[config.mk]
export PLATFORM = sky130hd
export DESIGN_NAME = sec_collector
export DESIGN_NICKNAME = d
export VERILOG_FILES = /design/src/sec_pkg.sv /design/src/sec_collector.sv
export SDC_FILE = /design/constraint.sdc
export NUM_CORES = 1
export LEC_CHECK = 0
export ABC_AREA = 1
export BUFFER_PORTS_ARGS = -buffer_cell sky130_fd_sc_hd__buf_2
export CORE_ASPECT_RATIO = 0.7
export CORE_MARGIN = 2
export CORE_UTILIZATION = 45
export DETAILED_ROUTE_END_ITERATION = 16
export PLACE_DENSITY = 0.72
export SYNTH_ARGS = -nofsm -noshare
export SYNTH_HDL_FRONTEND = slang
export SYNTH_SLANG_ARGS = --single-unit
export TNS_END_PERCENT = 50
[constraint.sdc]
create_clock -name ref_clk -period 4.1 [get_ports ref_clk]
set_clock_uncertainty 0.05 [all_clocks]
set_input_delay 0.205 -clock ref_clk [delete_from_list [all_inputs] [get_ports ref_clk]]
set_output_delay 0.205 -clock ref_clk [all_outputs]
set_load 0.01 [all_outputs]
[src/sec_pkg.sv]
// Purpose: shared constants for the status event collector
// Assumes: 24-bit status word, msb first as laid out below
// Notes: mask is active high (1 blocks the bit)
package sec_pkg;
	localparam int STAT_W = 24;
	localparam int MODE_W = 4;
	localparam int NPIN = 4;
	// status bit positions
	localparam int BIT_DSUP_A = 23;
	localparam int BIT_DSUP_B = 22;
	localparam int BIT_ASUP = 21;
	localparam int BIT_DONE = 20;
	localparam int BIT_FIFO = 19;
	localparam int BIT_ACC = 18;
	localparam int BIT_UPPER = 17;
	localparam int BIT_LOWER = 16;
	localparam int POS_AN_RISE = 12;
	localparam int POS_AN_FALL = 8;
	localparam int POS_DG_RISE = 4;
	localparam int POS_DG_FALL = 0;
	localparam logic [23:0] STATUS_RESET = 24'h00_0000;
	localparam logic [23:0] MASK_RESET = 24'hFF_FFFF;
	// power-up view of the two digital supply flags
	localparam logic [23:0] STATUS_POWERUP = 24'hC0_0000;
	// digital pin modes handled here
	localparam logic [3:0] MODE_SWITCH2 = 4'hD;
	localparam logic [3:0] MODE_READY = 4'hE;
	localparam logic [3:0] MODE_GEN_OUT = 4'hF;
	// ready pin low time: one converter master clock, here one ref_clk
	localparam int READY_GAP_CYC = 1;
endpackage : sec_pkg

[src/sec_collector.sv]
// Purpose: event status register, interrupt, and digital pin output modes
// Assumes: status read framed by stat_rd_start/stat_rd_end/stat_rd_abort
// Notes: pins arrive asynchronous and are double-registered here
//
// Overview of operation
// RULE_01 - pin in second-switch mode is an input driving switch 2 control
// RULE_02 - ready mode: pin goes high once a result is written
// RULE_03 - ready mode: reading result or status returns pin low
// RULE_04 - if already high, a new result drops pin low one cycle
// RULE_05 - output mode: pin follows its logic-level bit
// RULE_06 - one 24-bit status register gathers all sub-block flags
// RULE_07 - interrupt asserts when any set status bit is unmasked
// RULE_08 - recurring event keeps bit and interrupt set, no toggle
// RULE_09 - successful status read clears all bits, per-bit conditions apply
// RULE_10 - flag updates during a status read are applied after it
// RULE_11 - supply flags clear on read only if the low condition ended
// RULE_12 - powered-down supply monitor keeps its flag and cannot set; code clears that flag on a completed read (keep gated by mon_enable)
// RULE_13 - digital supply flags show set after power-up until first read
// RULE_14 - done flag sets on result write, clears on status or result read
// RULE_15 - fifo flag sets at threshold, clears on status or fifo access
// RULE_16 - accumulator flag sets when full, clears on status or acc access
// RULE_17 - alarm flags clear on status read or own threshold write
// RULE_18 - analog pins keep rise and fall flags, cleared by status read
// RULE_19 - digital pins keep rise and fall flags, cleared by status read
// RULE_20 - mask bits reset to one; cleared mask lets bit interrupt
// RULE_21 - interrupt released at read start, reasserts on abort or new event
// RULE_22 - pins synchronised before edge detection, one flag per edge
`timescale 1ns/1ps
module sec_collector (
	input wire logic ref_clk, // 100 MHz system clock
	input wire logic rst, // synchronous reset, active high
	input wire logic stat_rd_start, // status read recognised (pulse)
	input wire logic stat_rd_end, // status read completed (pulse)
	input wire logic stat_rd_abort, // status read aborted (pulse)
	input wire logic [23:0] int_mask, // mask word, 1 blocks
	input wire logic dsup_a_low, // digital supply below 1.8 V (level)
	input wire logic dsup_b_low, // digital supply below 2.7 V (level)
	input wire logic asup_low, // analog supply below threshold (level)
	input wire logic [2:0] mon_enable, // monitor powered: a, b, analog
	input wire logic result_write, // result register written (pulse)
	input wire logic result_read, // result register read (pulse)
	input wire logic fifo_thresh_hit, // fifo threshold slot written
	input wire logic fifo_access, // fifo register read or written
	input wire logic acc_full, // accumulator reached count
	input wire logic acc_access, // accumulator register read or written
	input wire logic upper_trip, // greater-than alarm tripped
	input wire logic lower_trip, // less-than alarm tripped
	input wire logic upper_thr_write, // upper alarm threshold written
	input wire logic lower_thr_write, // lower alarm threshold written
	input wire logic [3:0] analog_prog_pin, // analog pin levels, async
	input wire logic [3:0] digital_prog_pin, // digital pin levels, async
	input wire logic [15:0] pin_mode_field, // 4 bits per digital pin
	input wire logic [3:0] pin_logic_level, // output level per pin
	output logic [23:0] event_status, // status register contents
	output logic irq, // interrupt, active high
	output logic [3:0] pin_out, // digital pin drive value
	output logic [3:0] pin_oe, // digital pin drive enable
	output logic second_switch_ctrl // switch 2 control
);
	import sec_pkg::*;

	function automatic logic [3:0] mode_of(input logic [15:0] f,
		input int i);
		mode_of = f[i*MODE_W +: MODE_W];
	endfunction : mode_of

	logic [3:0] ap_s1_reg, ap_s2_reg, ap_s3_reg;
	logic [3:0] dp_s1_reg, dp_s2_reg, dp_s3_reg;
	logic [23:0] stat_reg, stat_next;
	logic [23:0] pend_reg, pend_next;
	logic in_read_reg, in_read_next;
	logic irq_reg, irq_next;
	logic [3:0] out_reg, out_next, oe_reg, oe_next;
	logic sw2_reg, sw2_next;
	logic ready_reg, ready_next;
	logic gap_seen_reg, gap_seen_next;
	logic [2:0] settle_reg, settle_next;
	logic [23:0] ev;
	logic [23:0] keep;

	// sync stage one is read only by stage two
	always_ff @(posedge ref_clk) begin
		if (rst) begin
			ap_s1_reg <= 4'h0;
			ap_s2_reg <= 4'h0;
			ap_s3_reg <= 4'h0;
			dp_s1_reg <= 4'h0;
			dp_s2_reg <= 4'h0;
			dp_s3_reg <= 4'h0;
			settle_reg <= 3'h0;
		end else begin
			ap_s1_reg <= analog_prog_pin; // RULE_22
			ap_s2_reg <= ap_s1_reg;
			ap_s3_reg <= ap_s2_reg;
			dp_s1_reg <= digital_prog_pin; // RULE_22
			dp_s2_reg <= dp_s1_reg;
			dp_s3_reg <= dp_s2_reg;
			settle_reg <= settle_next;
		end
	end

	// edges are ignored until the sync chain holds real pin levels, else a
	// pin idling high on its pull-up flags a rise after reset; limitation:
	// an edge before the first pin sample after reset is not reported
	always_comb begin
		settle_next = {settle_reg[1:0], 1'b1}; // RULE_22
	end

	// event vector in status bit order
	always_comb begin
		ev = 24'h00_0000;
		ev[BIT_DSUP_A] = dsup_a_low & mon_enable[0]; // RULE_11 RULE_12
		ev[BIT_DSUP_B] = dsup_b_low & mon_enable[1]; // RULE_12
		ev[BIT_ASUP] = asup_low & mon_enable[2]; // RULE_12
		ev[BIT_DONE] = result_write; // RULE_14
		ev[BIT_FIFO] = fifo_thresh_hit; // RULE_15
		ev[BIT_ACC] = acc_full; // RULE_16
		ev[BIT_UPPER] = upper_trip; // RULE_17
		ev[BIT_LOWER] = lower_trip; // RULE_17
		if (settle_reg[2]) begin
			ev[POS_AN_RISE +: NPIN] = ap_s2_reg & ~ap_s3_reg; // RULE_18
			ev[POS_AN_FALL +: NPIN] = ~ap_s2_reg & ap_s3_reg; // RULE_18
			ev[POS_DG_RISE +: NPIN] = dp_s2_reg & ~dp_s3_reg; // RULE_19
			ev[POS_DG_FALL +: NPIN] = ~dp_s2_reg & dp_s3_reg; // RULE_19
		end
	end

	// bits that survive a completed status read
	always_comb begin
		keep = 24'h00_0000;
		keep[BIT_DSUP_A] = dsup_a_low & mon_enable[0]; // RULE_11
		keep[BIT_DSUP_B] = dsup_b_low & mon_enable[1]; // RULE_11
		keep[BIT_ASUP] = asup_low & mon_enable[2]; // RULE_11
	end

	always_comb begin
		stat_next = stat_reg;
		pend_next = pend_reg;
		in_read_next = in_read_reg;
		irq_next = irq_reg;
		if (in_read_reg) begin
			// updates held so the host sees a frozen word
			pend_next = pend_reg | ev; // RULE_10
			// side clears still act during the read
			if (result_read) stat_next[BIT_DONE] = 1'b0; // RULE_14
			if (fifo_access) stat_next[BIT_FIFO] = 1'b0;
			if (acc_access) stat_next[BIT_ACC] = 1'b0;
			if (upper_thr_write) stat_next[BIT_UPPER] = 1'b0;
			if (lower_thr_write) stat_next[BIT_LOWER] = 1'b0;
			irq_next = 1'b0; // RULE_21
			if (stat_rd_end) begin
				stat_next = (stat_reg & keep) | pend_reg | ev; // RULE_09
				pend_next = 24'h00_0000;
				in_read_next = 1'b0;
				irq_next = |(((stat_reg & keep) | pend_reg | ev)
					& ~int_mask); // RULE_21
			end else if (stat_rd_abort) begin
				stat_next = stat_reg | pend_reg | ev;
				pend_next = 24'h00_0000;
				in_read_next = 1'b0;
				irq_next = |((stat_reg | pend_reg | ev)
					& ~int_mask); // RULE_21
			end
		end else begin
			stat_next = stat_reg;
			if (result_read) stat_next[BIT_DONE] = 1'b0;
			if (fifo_access) stat_next[BIT_FIFO] = 1'b0; // RULE_15
			if (acc_access) stat_next[BIT_ACC] = 1'b0; // RULE_16
			if (upper_thr_write) stat_next[BIT_UPPER] = 1'b0; // RULE_17
			if (lower_thr_write) stat_next[BIT_LOWER] = 1'b0;
			stat_next = stat_next | ev; // RULE_08 RULE_06
			irq_next = |(stat_next & ~int_mask); // RULE_07 RULE_20
			if (stat_rd_start) begin
				in_read_next = 1'b1;
				irq_next = 1'b0; // RULE_21
			end
		end
	end

	always_ff @(posedge ref_clk) begin
		if (rst) begin
			stat_reg <= STATUS_POWERUP; // RULE_13
			pend_reg <= STATUS_RESET;
			in_read_reg <= 1'b0;
			irq_reg <= 1'b0;
		end else begin
			stat_reg <= stat_next;
			pend_reg <= pend_next;
			in_read_reg <= in_read_next;
			irq_reg <= irq_next;
		end
	end

	// ready level is shared by every pin in ready mode
	always_comb begin
		ready_next = ready_reg;
		if (result_write) begin
			ready_next = ~ready_reg; // RULE_04
			if (!ready_reg) ready_next = 1'b1; // RULE_02
		end else if (!ready_reg && gap_seen_reg) begin
			ready_next = 1'b1; // RULE_04
		end
		if (result_read || (stat_rd_start && !in_read_reg))
			ready_next = 1'b0; // RULE_03
	end

	// marks a one-cycle drop so the pin can come back high
	always_comb begin
		gap_seen_next = result_write && ready_reg; // RULE_04
	end

	always_comb begin
		out_next = 4'h0;
		oe_next = 4'h0;
		sw2_next = 1'b0;
		for (int i = 0; i < NPIN; i++) begin
			if (mode_of(pin_mode_field, i) == MODE_READY) begin
				out_next[i] = ready_next;
				oe_next[i] = 1'b1;
			end else if (mode_of(pin_mode_field, i) == MODE_GEN_OUT) begin
				out_next[i] = pin_logic_level[i]; // RULE_05
				oe_next[i] = 1'b1;
			end else if (mode_of(pin_mode_field, i) == MODE_SWITCH2) begin
				// lowest-numbered pin in this mode wins
				if (!sw2_next) sw2_next = dp_s2_reg[i] | 1'b0; // RULE_01
			end
		end
		// second pass keeps priority explicit for the switch input
		for (int j = NPIN - 1; j >= 0; j--) begin
			if (mode_of(pin_mode_field, j) == MODE_SWITCH2)
				sw2_next = dp_s2_reg[j]; // RULE_01
		end
	end

	always_ff @(posedge ref_clk) begin
		if (rst) begin
			out_reg <= 4'h0;
			oe_reg <= 4'h0;
			sw2_reg <= 1'b0;
			ready_reg <= 1'b0;
			gap_seen_reg <= 1'b0;
		end else begin
			out_reg <= out_next;
			oe_reg <= oe_next;
			sw2_reg <= sw2_next;
			ready_reg <= ready_next;
			gap_seen_reg <= gap_seen_next;
		end
	end

	assign event_status = stat_reg;
	assign irq = irq_reg;
	assign pin_out = out_reg;
	assign pin_oe = oe_reg;
	assign second_switch_ctrl = sw2_reg;

	a_recur_stays_set: assert property ( // RULE_08
		@(posedge ref_clk) disable iff (rst)
		(!in_read_reg && !stat_rd_start && result_write && !result_read)
		|=> stat_reg[BIT_DONE])
		else $error("done flag not set after result write");
	a_irq_unmasked: assert property ( // RULE_07
		@(posedge ref_clk) disable iff (rst)
		(!in_read_reg && !stat_rd_start && |(stat_next & ~int_mask))
		|=> irq_reg)
		else $error("unmasked status did not raise interrupt");
	a_irq_read_low: assert property ( // RULE_21
		@(posedge ref_clk) disable iff (rst)
		(in_read_reg && !stat_rd_end && !stat_rd_abort)
		|=> !irq_reg)
		else $error("interrupt high during status read");
	a_freeze_read: assert property ( // RULE_10
		@(posedge ref_clk) disable iff (rst)
		(in_read_reg && !stat_rd_end && !stat_rd_abort)
		|=> (stat_reg & ~$past(stat_reg)) == 24'h00_0000)
		else $error("status gained bits during read");
	a_clear_read: assert property ( // RULE_09
		@(posedge ref_clk) disable iff (rst)
		(in_read_reg && stat_rd_end && ev == 24'h00_0000
		&& pend_reg == 24'h00_0000 && keep == 24'h00_0000)
		|=> stat_reg == 24'h00_0000)
		else $error("status not cleared by read");
	a_mon_off_hold: assert property ( // RULE_12
		@(posedge ref_clk) disable iff (rst)
		(!mon_enable[2] && !stat_reg[BIT_ASUP] && !in_read_reg)
		|=> !stat_reg[BIT_ASUP])
		else $error("powered-down monitor flag set");
	a_genout_level: assert property ( // RULE_05
		@(posedge ref_clk) disable iff (rst)
		(mode_of(pin_mode_field, 0) == MODE_GEN_OUT)
		|=> pin_out[0] == $past(pin_logic_level[0]) && pin_oe[0])
		else $error("output pin not following level bit");
	a_ready_clear: assert property ( // RULE_03
		@(posedge ref_clk) disable iff (rst)
		(result_read && !result_write) |=> !ready_reg)
		else $error("ready not low after result read");
	a_rise_flag: assert property ( // RULE_19
		@(posedge ref_clk) disable iff (rst)
		(!in_read_reg && !stat_rd_start && settle_reg[2]
		&& dp_s2_reg[0] && !dp_s3_reg[0])
		|=> stat_reg[POS_DG_RISE])
		else $error("digital rise edge not flagged");
	a_ready_drop: assert property ( // RULE_04
		@(posedge ref_clk) disable iff (rst)
		(result_write && ready_reg && !result_read) |=> !ready_reg)
		else $error("ready did not drop on new result");
	a_ready_back: assert property ( // RULE_04
		@(posedge ref_clk) disable iff (rst)
		(gap_seen_reg && !ready_reg && !result_read
		&& !(stat_rd_start && !in_read_reg)) |=> ready_reg)
		else $error("ready did not return high after gap");
	a_switch_input: assert property ( // RULE_01
		@(posedge ref_clk) disable iff (rst)
		(mode_of(pin_mode_field, 2) == MODE_SWITCH2) |=> !pin_oe[2])
		else $error("switch input pin is being driven");
endmodule : sec_collector

==> results.sh <==
export IMPL_dp_hpwl_um=9901
export IMPL_cellInternalPower_w=0.001446
export IMPL_slew_headroom_pct=21.47
export IMPL_synth_main_ff_cell="dfxtp_1"
export IMPL_critPathRequiredTime_ns=4.33
export IMPL_cts_clk_slew_worst_paths_ns=0.07
export IMPL_via_per_inst=5.130
export IMPL_synthTopCellsByArea="dfxtp_1 39%, nand2_1 14%, inv_1 12%"
export IMPL_htree_num_levels=3
export IMPL_switching_power_w=0.0005545
export IMPL_via_count_of_the_first_global_routing_pass=4451
export IMPL_clock_insertion_delay_worst_skew_ns=0.35
export IMPL_worst_path_max_fanout=16
export IMPL_synth_warn=0
export IMPL_die_x_um=124.3
export IMPL_wirelength_um=13670
export IMPL_power_static_leakage_nw=2.806
export IMPL_startpoint_type="flip-flop"
export IMPL_n_antenna_cell=0
export IMPL_die_height_um=88.18
export IMPL_clockRootBuffer="clkbuf_16"
export IMPL_drt_pass1_iterations=5
export IMPL_use_met1_pct=33.06
export IMPL_portBuffers=106
export IMPL_synth_area_leader_cell="dfxtp_1"
export IMPL_post_cts_buffers=0
export IMPL_synthArstFlopShare_pct=0
export IMPL_grt_start_max_net_pins=39
export IMPL_mapped_cell_area_mm2=0.004556
export IMPL_post_route_drc_count=0
export IMPL_drv_cap=0
export IMPL_synth_lib_cells_used_distinct=36
export IMPL_syn_avg_cell_area_um2=6.699
export IMPL_initial_standard_cell_utilization_of_the_core_pct=46.68
export IMPL_globalRouteMet2Util_pct=40.39
export IMPL_share_clk_of_total_power_pct=42.4
export IMPL_std_cell_rows=30
export IMPL_drt_antenna_violating_nets=0
export IMPL_final_nets=853
export IMPL_clock_buffers_created_by_tritoncts=9
export IMPL_yosys_area_top_type_share_pct=38.67
export IMPL_cts_sink_count=88
export IMPL_critical_path_slowest_cell="dfxtp_1"
export IMPL_worst_ir_drop_vdd_uv=202.0
export IMPL_sort_of_element_at_the_end_of_the_critical_path="flip-flop"
export IMPL_timing_setup_critical_path_class="flip-flop to flip-flop"
export IMPL_synth_fp_nets=753
export IMPL_tightestPinTransition_ns=1.176
export IMPL_grt_first_pass_wirelength_um=21600
export IMPL_timing_setup_tns_ns=0
export IMPL_area_growth_syn_to_layout_pct=19.42
export IMPL_grt_usage_pct=25.20
export IMPL_grt_antenna_before_repair=0
export IMPL_cts_repair_resize_count=0
export IMPL_hold_violations=0
export IMPL_grt_setup_unrepaired="false"
export IMPL_highest_clock_frequency_the_design_can_meet_ghz=0.4403
export IMPL_io_pin_count=107
export IMPL_synthMostInstantiatedCell="nand2_1"
export IMPL_routed_wire_length_per_instance_um=14.97
export IMPL_slowest_stage_delay_cp_ns=1.11
export IMPL_routed_via_count=4684
export IMPL_commonest_cells_post_synth="175 x nand2_1, 143 x inv_1, 88 x dfxtp_1, 88 x nor2_1, 34 x o21ai_0"
export IMPL_synthesis_instances=680
export IMPL_drtIter0Drc=348
export IMPL_final_layout_size_suffix_gt1_share_pct=17.96
export IMPL_synth_seq_cells=88
export IMPL_post_layout_total_power_w=0.002000
export IMPL_synth_enable_flop_cells=0
export IMPL_power_frac_comb_pct=12.2
export IMPL_clock_tree_buffer_depth=2
export IMPL_clock_tree_from_tritoncts="done"
export IMPL_swShare_pct=27.72
export IMPL_run_status="finished, final reports clean"
export IMPL_met3_usage_pct=7.208
export IMPL_busiest_layer="met2"
export IMPL_sequential_group_share_of_total_power_pct=45.3
export IMPL_core_area_mm2=0.009759
export IMPL_die_area_mm2=0.01096
export IMPL_powerDensity_mw_per_mm2=367.7
export IMPL_critPathArrivalTime_ns=2.51
export IMPL_finalMaxSlewViolations=0
export IMPL_worstPathCellList="nand3_1 -> nand2_1 -> nand2_1 -> nand2_1 -> nor2_1 -> nand2_1 -> nor2_1 -> nand2_1 -> nand2_1 -> nand2_1 -> nand2_1 -> a21oi_2"
export IMPL_final_min_period_over_clock_period_pct=55.40
export IMPL_hold_path_class="input port to flip-flop"
export IMPL_globalRoute_totalOverflow=0
export IMPL_synth_seq_area_share_pct=38.67
export IMPL_most_common_cell_type_on_the_critical_path="nand2_1"
export IMPL_setup_viol=0
export IMPL_final_critical_path_time_including_i_o_delays_and_setup_ns=2.271
export IMPL_place_gp_congestion=0.9249
-- per-stage QoR --
stage	util, %	setup WS [ns]	cells	hold slack [ns]	cell area [µm²]
floorplan	-	2.680	680	0.2589	4556
global placement	52.54	1.911	896	0.3408	5127
detailed placement	52.54	1.865	896	0.3450	5127
CTS	55.74	1.836	913	0.001802	5440
global route	55.74	1.521	913	0.001578	5440
finish	55.74	1.829	913	0.003723	5440
-- worst paths after layout --
path | slack [ns] | cells past startpoint | start | end
hold / removal | 0.004 | 3 | digital_prog_pin[0] | dp_s1_reg[0]
setup / recovery | 1.83 | 12 | settle_reg[2] | irq
hold reg to reg | 0.35 | 2 | ap_s1_reg[1] | ap_s2_reg[1]
setup reg to reg | 1.83 | 12 | settle_reg[2] | irq
-- power groups by stage --
| stage | Combinational, W | Sequential, W | Clock, W |
|---|---|---|---|
| after global placement | 0.000233 | 0.000925 | 0 |
| after detailed placement | 0.000239 | 0.000926 | 0 |
| after CTS | 0.000241 | 0.000907 | 0.000863 |
| after global routing | 0.000272 | 0.000910 | 0.000899 |
| after floorplan | 0.000147 | 0.000923 | 0 |
| final | 0.000244 | 0.000907 | 0.000849 |
-- per-layer routing --
| layer | part of all wire [%] | vias up |
|---|---|---|
| met2 | 44 | 206 |
| met4 | 1.6 | 0 |
| met1 | 45 | 2130 |
| met3 | 9.3 | 18 |
| met5 | 0 | - |
| li1 | - | 2330 |
-- final cells by class --
cell class	count	area [µm²]
multi-input combinational	427	2112
tap	128	160.2
clock inverter	7	77.57
inverter	144	540.5
clock buffer	9	225.2
sequential	88	1762
timing repair buffer	110	563.0
fill	990	4319
-- worst max-delay path: cells and delay by family (launching register included) --
family	cells	cell delay (ns)
AOI/OAI and AO/OA	1	0.11
DFF	1	1.11
and+or+nand+nor	11	0.93
-- timing repair --
action	in CTS	in global routing
setup endpoints to repair	0	0
hold endpoints to repair	1	0
hold buffers	1	0
-- placed cells by master, fill, tap and decap left out, drive strengths merged --
cell         instances
buf                109
or2                  1
nand3b               2
o31ai                1
nor4                 1
clkbuf               9
a32o                 9
o221ai               1
o211ai               3
nand3               25
o22ai                7
nand2              177
dlygate4sd3          1
o41ai                3
dfxtp               88
o21ai               35
clkinv               2
o32ai                1
inv                147
a211oi              19
clkinvlp             1
bufinv               1
nor2                90
nor3                 6
nand4                9
o2111ai              1
a21oi               31
a22oi                5
-- cells by family after synthesis --
group | synth area share, %
AND/OR/NAND/NOR | 30.32
buffers and inverters | 14.97
AO/OA/AOI/OAI | 16.04
flip-flops | 38.67
Note: power is estimated with default switching activity, not from simulation.
